$ cat src/nac_coding_pkg.sv
package nac_coding_pkg;
    // =========================================================
    // Geometry
    localparam int NUM_OUT = 4;
    localparam int MS_W = 14;
    localparam int TMR_W = 19;
    // =========================================================
    // Timing
    localparam int CLK_PERIOD_NS = 10;
    localparam int TICK_MS_NS = 1000000;
    localparam int TICK_CYCLES = TICK_MS_NS / CLK_PERIOD_NS;
    localparam int MARCH_PERIOD_MS = 60000 / 120;
    localparam int MARCH_ON_MS = MARCH_PERIOD_MS / 2;
    localparam int ALERT_PERIOD_MS = 60000 / 20;
    localparam int ALERT_ON_MS = ALERT_PERIOD_MS / 2;
    localparam int TEMP_STEP_MS = 500;
    localparam int TEMP_LONG_OFF_MS = 1500;
    localparam int TEMP_PERIOD_MS = 5 * TEMP_STEP_MS + TEMP_LONG_OFF_MS;
    localparam int CAL_ON_MS = 10000;
    localparam int CAL_OFF_MS = 5000;
    localparam int CAL_PERIOD_MS = CAL_ON_MS + CAL_OFF_MS;
    localparam int SYNC_PERIOD_MS = 1000;
    localparam int SYNC_GAP_A_MS = 10;
    localparam int SYNC_GAP_B_MS = 20;
    localparam int SYNC_GAP_C_MS = 30;
    localparam int BASIC_TMO_MS = 5 * 60000;
    localparam int CAN3_TMO_MS = 3 * 60000;
    localparam int CAN5_TMO_MS = 5 * 60000;
    // =========================================================
    // Global coding selection
    typedef enum logic [3:0] {
        SEL_MARCH = 4'h0,
        SEL_TEMPORAL = 4'h1,
        SEL_CALIFORNIA = 4'h2,
        SEL_TWO_STAGE = 4'h3,
        SEL_CAN3 = 4'h4,
        SEL_CAN5 = 4'h5,
        SEL_CAN_MANUAL = 4'h6,
        SEL_SYNC_A = 4'h7,
        SEL_SYNC_B = 4'h8,
        SEL_SYNC_C = 4'h9
    } coding_sel_e;
    // Two-stage sequencer states
    typedef enum logic [1:0] {
        ST_IDLE = 2'h0,
        ST_ALERT = 2'h1,
        ST_HELD = 2'h2,
        ST_GENERAL = 2'h3
    } stage_e;
endpackage : nac_coding_pkg
$ cat src/nac_coding_pattern_generator.sv
`timescale 1ns/1ps
// Contract
// - March time pulses at 120 per minute
// - Temporal: three half-second pulses, long gap
// - California: ten seconds on, five off
// - One global selection for all outputs
// - Code only outputs mapped to coding zone
// - Two-stage: 20 per minute alert, then temporal
// - Auto alert on general-zone coded unsignalled outputs
// - Basic two-stage escalates after five quiet minutes
// - Canadian timers escalate on expiry
// - Canadian drill or evacuate escalates immediately
// - Canadian qualifying zone event escalates
// - Acknowledge or silence holds first stage
// - Canadian later alarm restarts full timer
// - Manual Canadian has no timer
// - Manual Canadian ignores later alarms
// - Manual: early reset or silence blocks second
// - Sync pattern only on main-board outputs
// - Sync horn-only silence spares strobe, fire resounds
// - Full-silence codes silence whole circuit
module nac_coding_pattern_generator #(
    parameter int TICK_CYCLES = nac_coding_pkg::TICK_CYCLES
) (
    input wire logic sys_clk,
    input wire logic rstn,
    input wire logic [3:0] codingSel,
    input wire logic [3:0] outActive,
    input wire logic [3:0] mapCodingZone,
    input wire logic [3:0] mapGeneralZone,
    input wire logic [3:0] mapAlarmSignal,
    input wire logic [3:0] mainBoard,
    input wire logic [3:0] strobeType,
    input wire logic [3:0] hornOnlySilence,
    input wire logic fireAlarm,
    input wire logic qualifyingEvent,
    input wire logic ackKey,
    input wire logic silenceKey,
    input wire logic panelReset,
    input wire logic drillIn,
    input wire logic manualEvacIn,
    output logic [3:0] hornOut,
    output logic [3:0] strobeOut,
    output logic generalStage
);
    import nac_coding_pkg::*;

    // =========================================================
    // Pattern decode helpers
    function automatic logic isSync(input logic [3:0] s);
        isSync = (s == SEL_SYNC_A) || (s == SEL_SYNC_B) || (s == SEL_SYNC_C);
    endfunction : isSync

    function automatic logic isCan(input logic [3:0] s);
        isCan = (s == SEL_CAN3) || (s == SEL_CAN5) || (s == SEL_CAN_MANUAL);
    endfunction : isCan

    // Period of the active pattern; general stage always runs temporal
    function automatic logic [MS_W-1:0] periodOf(input logic [3:0] s, input logic gen);
        if (gen || s == SEL_TEMPORAL) periodOf = MS_W'(TEMP_PERIOD_MS);
        else if (s == SEL_CALIFORNIA) periodOf = MS_W'(CAL_PERIOD_MS);
        else if (isSync(s)) periodOf = MS_W'(SYNC_PERIOD_MS);
        else if (s == SEL_TWO_STAGE || isCan(s)) periodOf = MS_W'(ALERT_PERIOD_MS);
        else periodOf = MS_W'(MARCH_PERIOD_MS);
    endfunction : periodOf

    function automatic logic patOn(input logic [3:0] s, input logic gen,
                                   input logic [MS_W-1:0] ms);
        if (gen || s == SEL_TEMPORAL) begin
            patOn = (ms < MS_W'(TEMP_STEP_MS))
                || (ms >= MS_W'(2 * TEMP_STEP_MS) && ms < MS_W'(3 * TEMP_STEP_MS))
                || (ms >= MS_W'(4 * TEMP_STEP_MS) && ms < MS_W'(5 * TEMP_STEP_MS));
        end else if (s == SEL_CALIFORNIA) begin
            patOn = ms < MS_W'(CAL_ON_MS);
        end else if (s == SEL_SYNC_A) begin
            patOn = ms < MS_W'(SYNC_PERIOD_MS - SYNC_GAP_A_MS);
        end else if (s == SEL_SYNC_B) begin
            patOn = ms < MS_W'(SYNC_PERIOD_MS - SYNC_GAP_B_MS);
        end else if (s == SEL_SYNC_C) begin
            patOn = ms < MS_W'(SYNC_PERIOD_MS - SYNC_GAP_C_MS);
        end else if (s == SEL_TWO_STAGE || isCan(s)) begin
            patOn = ms < MS_W'(ALERT_ON_MS);
        end else begin
            patOn = ms < MS_W'(MARCH_ON_MS);
        end
    endfunction : patOn

    // =========================================================
    // Pin synchronisers and millisecond tick
    logic [1:0] pinMeta_r, pinSync_r;
    logic [16:0] div_r, div_nxt;
    logic tick_r, tick_nxt;
    logic evacLvl;

    // Divider counts one millisecond; the tick is a one-cycle enable
    always_comb begin
        tick_nxt = 1'b0;
        div_nxt = div_r + 17'h00001;
        if (div_r == 17'(TICK_CYCLES - 1)) begin
            div_nxt = 17'h00000;
            tick_nxt = 1'b1;
        end
    end

    always_ff @(posedge sys_clk or negedge rstn) begin
        if (!rstn) begin
            pinMeta_r <= 2'h0;
            pinSync_r <= 2'h0;
            div_r <= 17'h00000;
            tick_r <= 1'b0;
        end else begin
            pinMeta_r <= {manualEvacIn, drillIn};
            pinSync_r <= pinMeta_r;
            div_r <= div_nxt;
            tick_r <= tick_nxt;
        end
    end

    assign evacLvl = |pinSync_r;

    // =========================================================
    // Two-stage sequencer
    stage_e state_r, state_nxt;
    logic [TMR_W-1:0] tmr_r, tmr_nxt;
    logic twoStage, anyActive, keyHold, escalate, tmrDone;

    assign twoStage = (codingSel == SEL_TWO_STAGE) || isCan(codingSel);
    assign anyActive = |outActive;
    assign keyHold = ackKey || silenceKey;
    assign tmrDone = (tmr_r == TMR_W'(0)) && (codingSel != SEL_CAN_MANUAL);
    assign escalate = isCan(codingSel) && (evacLvl || qualifyingEvent);

    // Escalation outranks a same-cycle hold so a drill is never lost
    always_comb begin
        state_nxt = state_r;
        tmr_nxt = tmr_r;
        if (tick_r && tmr_r != TMR_W'(0)) tmr_nxt = tmr_r - TMR_W'(1);
        case (state_r)
            ST_IDLE: begin
                if (twoStage && anyActive) begin
                    state_nxt = ST_ALERT;
                    tmr_nxt = (codingSel == SEL_CAN3) ? TMR_W'(CAN3_TMO_MS)
                            : (codingSel == SEL_CAN5) ? TMR_W'(CAN5_TMO_MS)
                            : TMR_W'(BASIC_TMO_MS);
                end
            end
            ST_ALERT: begin
                if (escalate) state_nxt = ST_GENERAL;
                else if (keyHold) state_nxt = ST_HELD;
                else if (tick_r && tmrDone) state_nxt = ST_GENERAL;
                else if (fireAlarm && (codingSel == SEL_CAN3 || codingSel == SEL_CAN5))
                    tmr_nxt = (codingSel == SEL_CAN3) ? TMR_W'(CAN3_TMO_MS)
                            : TMR_W'(CAN5_TMO_MS);
            end
            ST_HELD: begin
                // Manual variant stays blocked once silenced first
                if (escalate && codingSel != SEL_CAN_MANUAL) state_nxt = ST_GENERAL;
            end
            ST_GENERAL: state_nxt = ST_GENERAL;
            default: state_nxt = ST_IDLE;
        endcase
        if (panelReset || !twoStage || !anyActive) state_nxt = ST_IDLE;
        // Manual reset with alarms still standing keeps the first stage only
        if (panelReset && anyActive && codingSel == SEL_CAN_MANUAL
            && state_r != ST_IDLE && state_r != ST_GENERAL) state_nxt = ST_HELD;
    end

    always_ff @(posedge sys_clk or negedge rstn) begin
        if (!rstn) begin
            state_r <= ST_IDLE;
            tmr_r <= TMR_W'(0);
        end else begin
            state_r <= state_nxt;
            tmr_r <= tmr_nxt;
        end
    end

    // =========================================================
    // Per-output generators, silence and drive
    logic [MS_W-1:0] ms_r [NUM_OUT];
    logic [MS_W-1:0] ms_nxt [NUM_OUT];
    logic [3:0] silHorn_r, silHorn_nxt, silStrobe_r, silStrobe_nxt;
    logic [3:0] hornOut_r, hornOut_nxt, strobeOut_r, strobeOut_nxt;
    logic [3:0] outEn;
    logic generalStage_r, generalStage_nxt, genNow;

    assign genNow = (state_r == ST_GENERAL);

    genvar gi;
    generate
        for (gi = 0; gi < NUM_OUT; gi++) begin : g_out
            logic coded, pOn, syncOk;
            // Auto alert for general-zone coded outputs not on alarm signal
            assign outEn[gi] = outActive[gi] || (twoStage && state_r != ST_IDLE
                && mapGeneralZone[gi] && mapCodingZone[gi] && !mapAlarmSignal[gi]);
            assign coded = mapCodingZone[gi];
            assign syncOk = !isSync(codingSel) || mainBoard[gi];
            assign pOn = patOn(codingSel, genNow, ms_r[gi]);

            // Counter held at zero while idle so activation starts on-phase
            always_comb begin
                ms_nxt[gi] = ms_r[gi];
                if (!outEn[gi]) ms_nxt[gi] = '0;
                else if (tick_r) begin
                    if (ms_r[gi] >= periodOf(codingSel, genNow) - MS_W'(1))
                        ms_nxt[gi] = '0;
                    else ms_nxt[gi] = ms_r[gi] + MS_W'(1);
                end
                silHorn_nxt[gi] = silHorn_r[gi];
                silStrobe_nxt[gi] = silStrobe_r[gi];
                if (fireAlarm || panelReset || !outEn[gi]) begin
                    silHorn_nxt[gi] = 1'b0;
                    silStrobe_nxt[gi] = 1'b0;
                end
                // Silence beats a same-cycle resound
                if (silenceKey) begin
                    silHorn_nxt[gi] = 1'b1;
                    if (!(isSync(codingSel) && strobeType[gi] && hornOnlySilence[gi]))
                        silStrobe_nxt[gi] = 1'b1;
                end
                hornOut_nxt[gi] = outEn[gi] && !silHorn_r[gi]
                    && (!coded || !syncOk || pOn);
                strobeOut_nxt[gi] = outEn[gi] && !silStrobe_r[gi]
                    && (!coded || !syncOk || pOn);
            end

            always_ff @(posedge sys_clk or negedge rstn) begin
                if (!rstn) ms_r[gi] <= '0;
                else ms_r[gi] <= ms_nxt[gi];
            end
        end
    endgenerate

    assign generalStage_nxt = genNow;

    always_ff @(posedge sys_clk or negedge rstn) begin
        if (!rstn) begin
            silHorn_r <= 4'h0;
            silStrobe_r <= 4'h0;
            hornOut_r <= 4'h0;
            strobeOut_r <= 4'h0;
            generalStage_r <= 1'b0;
        end else begin
            silHorn_r <= silHorn_nxt;
            silStrobe_r <= silStrobe_nxt;
            hornOut_r <= hornOut_nxt;
            strobeOut_r <= strobeOut_nxt;
            generalStage_r <= generalStage_nxt;
        end
    end

    assign hornOut = hornOut_r;
    assign strobeOut = strobeOut_r;
    assign generalStage = generalStage_r;

    // =========================================================
    // Checks
    property p_march_off;
        @(posedge sys_clk) disable iff (!rstn)
        (codingSel == SEL_MARCH && outEn[0] && mapCodingZone[0]
         && ms_r[0] == MS_W'(MARCH_ON_MS)) |=> !hornOut[0];
    endproperty
    a_march_off: assert property (p_march_off) else $error("march off phase wrong");

    property p_temp_gap;
        @(posedge sys_clk) disable iff (!rstn)
        (genNow && outEn[1] && mapCodingZone[1] && ms_r[1] == MS_W'(5 * TEMP_STEP_MS))
        |=> !hornOut[1];
    endproperty
    a_temp_gap: assert property (p_temp_gap) else $error("temporal gap wrong");

    property p_cal_on;
        @(posedge sys_clk) disable iff (!rstn)
        (codingSel == SEL_CALIFORNIA && outEn[0] && !silHorn_r[0]
         && ms_r[0] == MS_W'(CAL_ON_MS - 1)) |=> hornOut[0];
    endproperty
    a_cal_on: assert property (p_cal_on) else $error("california on phase wrong");

    property p_uncoded_steady;
        @(posedge sys_clk) disable iff (!rstn)
        (outEn[2] && !mapCodingZone[2] && !silHorn_r[2]) |=> hornOut[2];
    endproperty
    a_uncoded_steady: assert property (p_uncoded_steady) else $error("uncoded not steady");

    property p_drill_escalates;
        @(posedge sys_clk) disable iff (!rstn)
        (state_r == ST_ALERT && isCan(codingSel) && evacLvl && !panelReset && anyActive)
        |=> ##1 generalStage;
    endproperty
    a_drill_escalates: assert property (p_drill_escalates) else $error("drill missed");

    property p_hold_blocks;
        @(posedge sys_clk) disable iff (!rstn)
        (state_r == ST_HELD && !escalate) |=> state_r != ST_GENERAL;
    endproperty
    a_hold_blocks: assert property (p_hold_blocks) else $error("held stage escalated");

    property p_manual_blocked;
        @(posedge sys_clk) disable iff (!rstn)
        (state_r == ST_HELD && codingSel == SEL_CAN_MANUAL) |=> state_r != ST_GENERAL;
    endproperty
    a_manual_blocked: assert property (p_manual_blocked) else $error("manual re-armed");

    property p_horn_only;
        @(posedge sys_clk) disable iff (!rstn)
        (silenceKey && isSync(codingSel) && strobeType[0] && hornOnlySilence[0]
         && outEn[0] && !fireAlarm && !panelReset) |=> !silStrobe_r[0] || $past(silStrobe_r[0]);
    endproperty
    a_horn_only: assert property (p_horn_only) else $error("strobe silenced");

    property p_silence_all;
        @(posedge sys_clk) disable iff (!rstn)
        (silenceKey && !hornOnlySilence[1]) |=> ##1 (!hornOut[1] && !strobeOut[1]);
    endproperty
    a_silence_all: assert property (p_silence_all) else $error("circuit not silenced");
endmodule : nac_coding_pattern_generator

$ cat config.mk
export PLATFORM = sky130hd
export DESIGN_NAME = nac_coding_pattern_generator
export DESIGN_NICKNAME = d
export VERILOG_FILES = /design/src/nac_coding_pkg.sv /design/src/nac_coding_pattern_generator.sv
export SDC_FILE = /design/constraint.sdc
export NUM_CORES = 1
export LEC_CHECK = 0
export BUFFER_PORTS_ARGS = -buffer_cell sky130_fd_sc_hd__buf_4
export CORE_AREA = 3 3 86 170
export CTS_CLUSTER_DIAMETER = 120
export DETAILED_ROUTE_END_ITERATION = 10
export DIE_AREA = 0 0 89 173
export PLACE_DENSITY = 0.92
export RECOVER_POWER = 25
export SETUP_SLACK_MARGIN = 0.1
export SLEW_MARGIN = 25
export SYNTH_ARGS = -nofsm -noshare
export SYNTH_HDL_FRONTEND = slang
export SYNTH_SLANG_ARGS = --single-unit
export TNS_END_PERCENT = 20
$ cat constraint.sdc
create_clock -name sys_clk -period 4.25 [get_ports sys_clk]
set_input_delay 0 -clock sys_clk [delete_from_list [all_inputs] [get_ports sys_clk]]
set_output_delay 0 -clock sys_clk [all_outputs]
set_load 0.02 [all_outputs]
==> results.toml <==
[run_status]
status = "finished with violations"
violations = "max-capacitance violations, max-slew violations"

[pwr]
p_leak_uw = 0.004144
total_power_uw = 2919
ir_drop_v = 0.0002349
power_density_mw_per_mm2 = 309.1

[place]
place_area_mm2 = 0.008692
port_buffers = 49
gp_congestion = 1.005
post-dp-hpwl_mm = 15.61

[min_path]
hp-class = "in2reg"
min_from = "strobeType[3]"
hold_path_depth = 3
min_to = "silStrobe_r[3]"

[sta]
hold_viol_final = 0
max_freq_mhz = 258.2
period_share = 0.9114
skew_ns = 0.01082
tightestPinTransition_ns = 3.227
slew_headroom = -1.151
totalNegativeSetupSlack_ns = 0
rsz0062_at_grt = "false"
period_needed_ns = 3.873
finalSetupViolations = 0
finalMaxSlewViolations = 76

[floorplanning]
dieWidth_um = 89
start_util = 0.6153
die_h_um = 173
core_area_mm2 = 0.01344
die-area_mm2 = 0.01540
ios = 50
rows = 60

[clock_tree]
cts_tree = "yes"
clk_latency_ns = 0.42
cts_sinks = 116
cts-root-buf = "clkbuf_16"
clockBufferDepth = 2
cts-buffers-inserted = 17
clkTransAtPathRegs_ns = 0.06
htree_levels = 4

[worst_setup_path]
crit_chain = "nand2_1, inv_1, a21o_1, nor2_1, nand2_1, ha_1, xor2_1, ha_1, and3_1, a221oi_1, o21ai_1, a2111oi_4, buf_4, or3b_1, nand3_1"
crit_slowest_cell = "dfrtp_1"
endpoint_kind = "register"
arrival_ns = 4.22
r2r-start = "state_r[1]"
slowest_delay_ns = 0.42
crit_family = "simple AND/OR/NAND/NOR gates"
worst-setup-path-type = "reg2reg"
regToRegEndpoint = "ms_r[54]"
critPathBufInv = 2
startpoint_type = "register"
r2r_setup_slack_ns = 0.38
reg2reg_depth = 15
crit_required_ns = 4.59
cp_max_fo = 23

[final_layout]
final_layout_size_suffix_gt1_frac = 0.1245
fillers = 933
diodes = 0
nets = 1100
synthToLayoutAreaGrowth_pct = 14.21
finalInstanceArea_mm2 = 0.009443

[drt]
via_per_inst = 6.876
routed_wl_mm = 24.03
ant_nets = 0
wl_per_cell_um = 20.59
drcViolationCount = 0
drt_iter0_drc = 980
vias = 8024
firstDrtPassIters = 6

[global_route]
grt_max_degree = 76
grt-ovfl-total = 0
grt_pass1_wl_mm = 39.58
antenna_found_initial = 0
grt_pass1_vias = 8158
grt_util_all_layers = 0.3248

[synthesis]
ys.flop_type = "dfrtp_1"
yosys_warnings = 0
ys_ff_latch = 116
async_flop_share = 1.000
syn-instance-count = 957
yosysSeqAreaShare = 0.3511
synth_edf_count = 0
syn-cell-area_mm2 = 0.008268
synth.distinct_cells = 86
synth_area_per_cell_um2 = 8.639

[flow_run]
cap_violations = 1
cell usage after synthesis, drive strengths merged (24+ instances only):
library cell    n  share of area
nor3           33          0.020
nand3          54          0.033
nand2          82          0.037
ha             60          0.091
nor2           87          0.040
o21ai          60          0.037
a21o           27          0.025
dfrtp         116           0.35
a21oi          54          0.035
inv            39          0.018
clkbuf         37          0.017
nand4          24          0.020
report_power, final:
| part | internal, uW | switching [uW] | total [uW] |
|---|---|---|---|
| logic | 104 | 167 | 271 |
| registers | 1120 | 14.1 | 1140 |
| clock network | 969 | 542 | 1510 |
logic make-up (layout without fill, tap and decap cells):
family                     count (synthesis)  count (layout)  share of synthesized area
AOI/OAI and AO/OA                        253             253                     0.2150
xor gates and xnor gates                  40              40                    0.04237
adders and majority gates                 60              60                    0.09080
buffers and inverters                     94             146                    0.04903
DFF                                      116             116                     0.3511
muxes                                      5               5                   0.006356
other                                      1               4                  0.0004536
and+or+nand+nor                          388             388                     0.2449
flip-flops by register name (all words and copies together) (netlist names):
signal,cells
div_r,17
ms_r,56
silHorn_r,4
pinSync_r,2
strobeOut,4
silStrobe_r,4
tick_r,1
hornOut,4
pinMeta_r,2
state_r,2
generalStage,1
tmr_r,19
routing by layer:
| layer | global-route usage | share of wire |
|---|---|---|
| met3 | 0.1001 | 0.082 |
| met4 | 0.2068 | 0.073 |
| met1 | 0.3447 | 0.34 |
| met2 | 0.5385 | 0.50 |
| met5 | 0 | 0 |
tightest hold or removal path: stages:
cell and delay (ns):
buf_4 0.11, nand3_1 0.13, a22o_1 0.15
worst max path at each step:
stage | start | depth (start not counted) | to
after global routing | state_r[0] | 15 | ms_r[54]
after global placement | state_r[1] | 15 | ms_r[54]
after floorplan | state_r[1] | 16 | ms_r[34]
after CTS | state_r[1] | 15 | ms_r[54]
final | state_r[1] | 15 | ms_r[54]
after detailed placement | state_r[1] | 15 | ms_r[54]
per-stage QoR:
step                worst slack [ns]  hold WS, ns  cells  utilization
floorplan                     0.6496      -0.2956    960            -
global placement              0.6466       0.1127   1122       0.6468
detailed placement            0.5660       0.1120   1122       0.6468
CTS                           0.4952     0.001220   1167       0.7026
global route                  0.2494      0.01435   1167       0.7027
finish                        0.3767     0.002123   1167       0.7027
layout by cell type (no fill, tap or decap), drive strengths merged, types with 7 or more instances in the layout:
master,count
nand3,54
nand2b,11
dfrtp,116
nor4,21
ha,60
xor2,19
a31oi,18
nor2b,11
o21ai,60
nor2,87
a21oi,54
a21o,27
buf,59
or3,16
nand2,82
nand4,24
inv,40
or4,7
xnor2,21
clkbuf,23
dlygate4sd3,13
a22o,18
nor3,33
and3,15
final cells by class:
| cell class | instances | area, um^2 | area share |
|---|---|---|---|
| Multi-Input combinational cell | 750 | 4984 | 0.5278 |
| Sequential cell | 116 | 2903 | 0.3074 |
| Timing Repair Buffer | 75 | 596.8 | 0.06320 |
| Clock buffer | 21 | 470.5 | 0.04982 |
| Tap cell | 155 | 193.9 | 0.02054 |
| Clock inverter | 11 | 148.9 | 0.01577 |
| Inverter | 39 | 146.4 | 0.01550 |
timing repair:
| item | in CTS | in global routing |
|---|---|---|
| resized for setup | 0 | 0 |
| endpoints found under the setup margin | 0 | 0 |
| hold endpoints to repair | 87 | 0 |
| hold buffers | 13 | 0 |
| buffers inserted | 0 | 0 |
No activity file was read; power rests on OpenSTA's default activity.
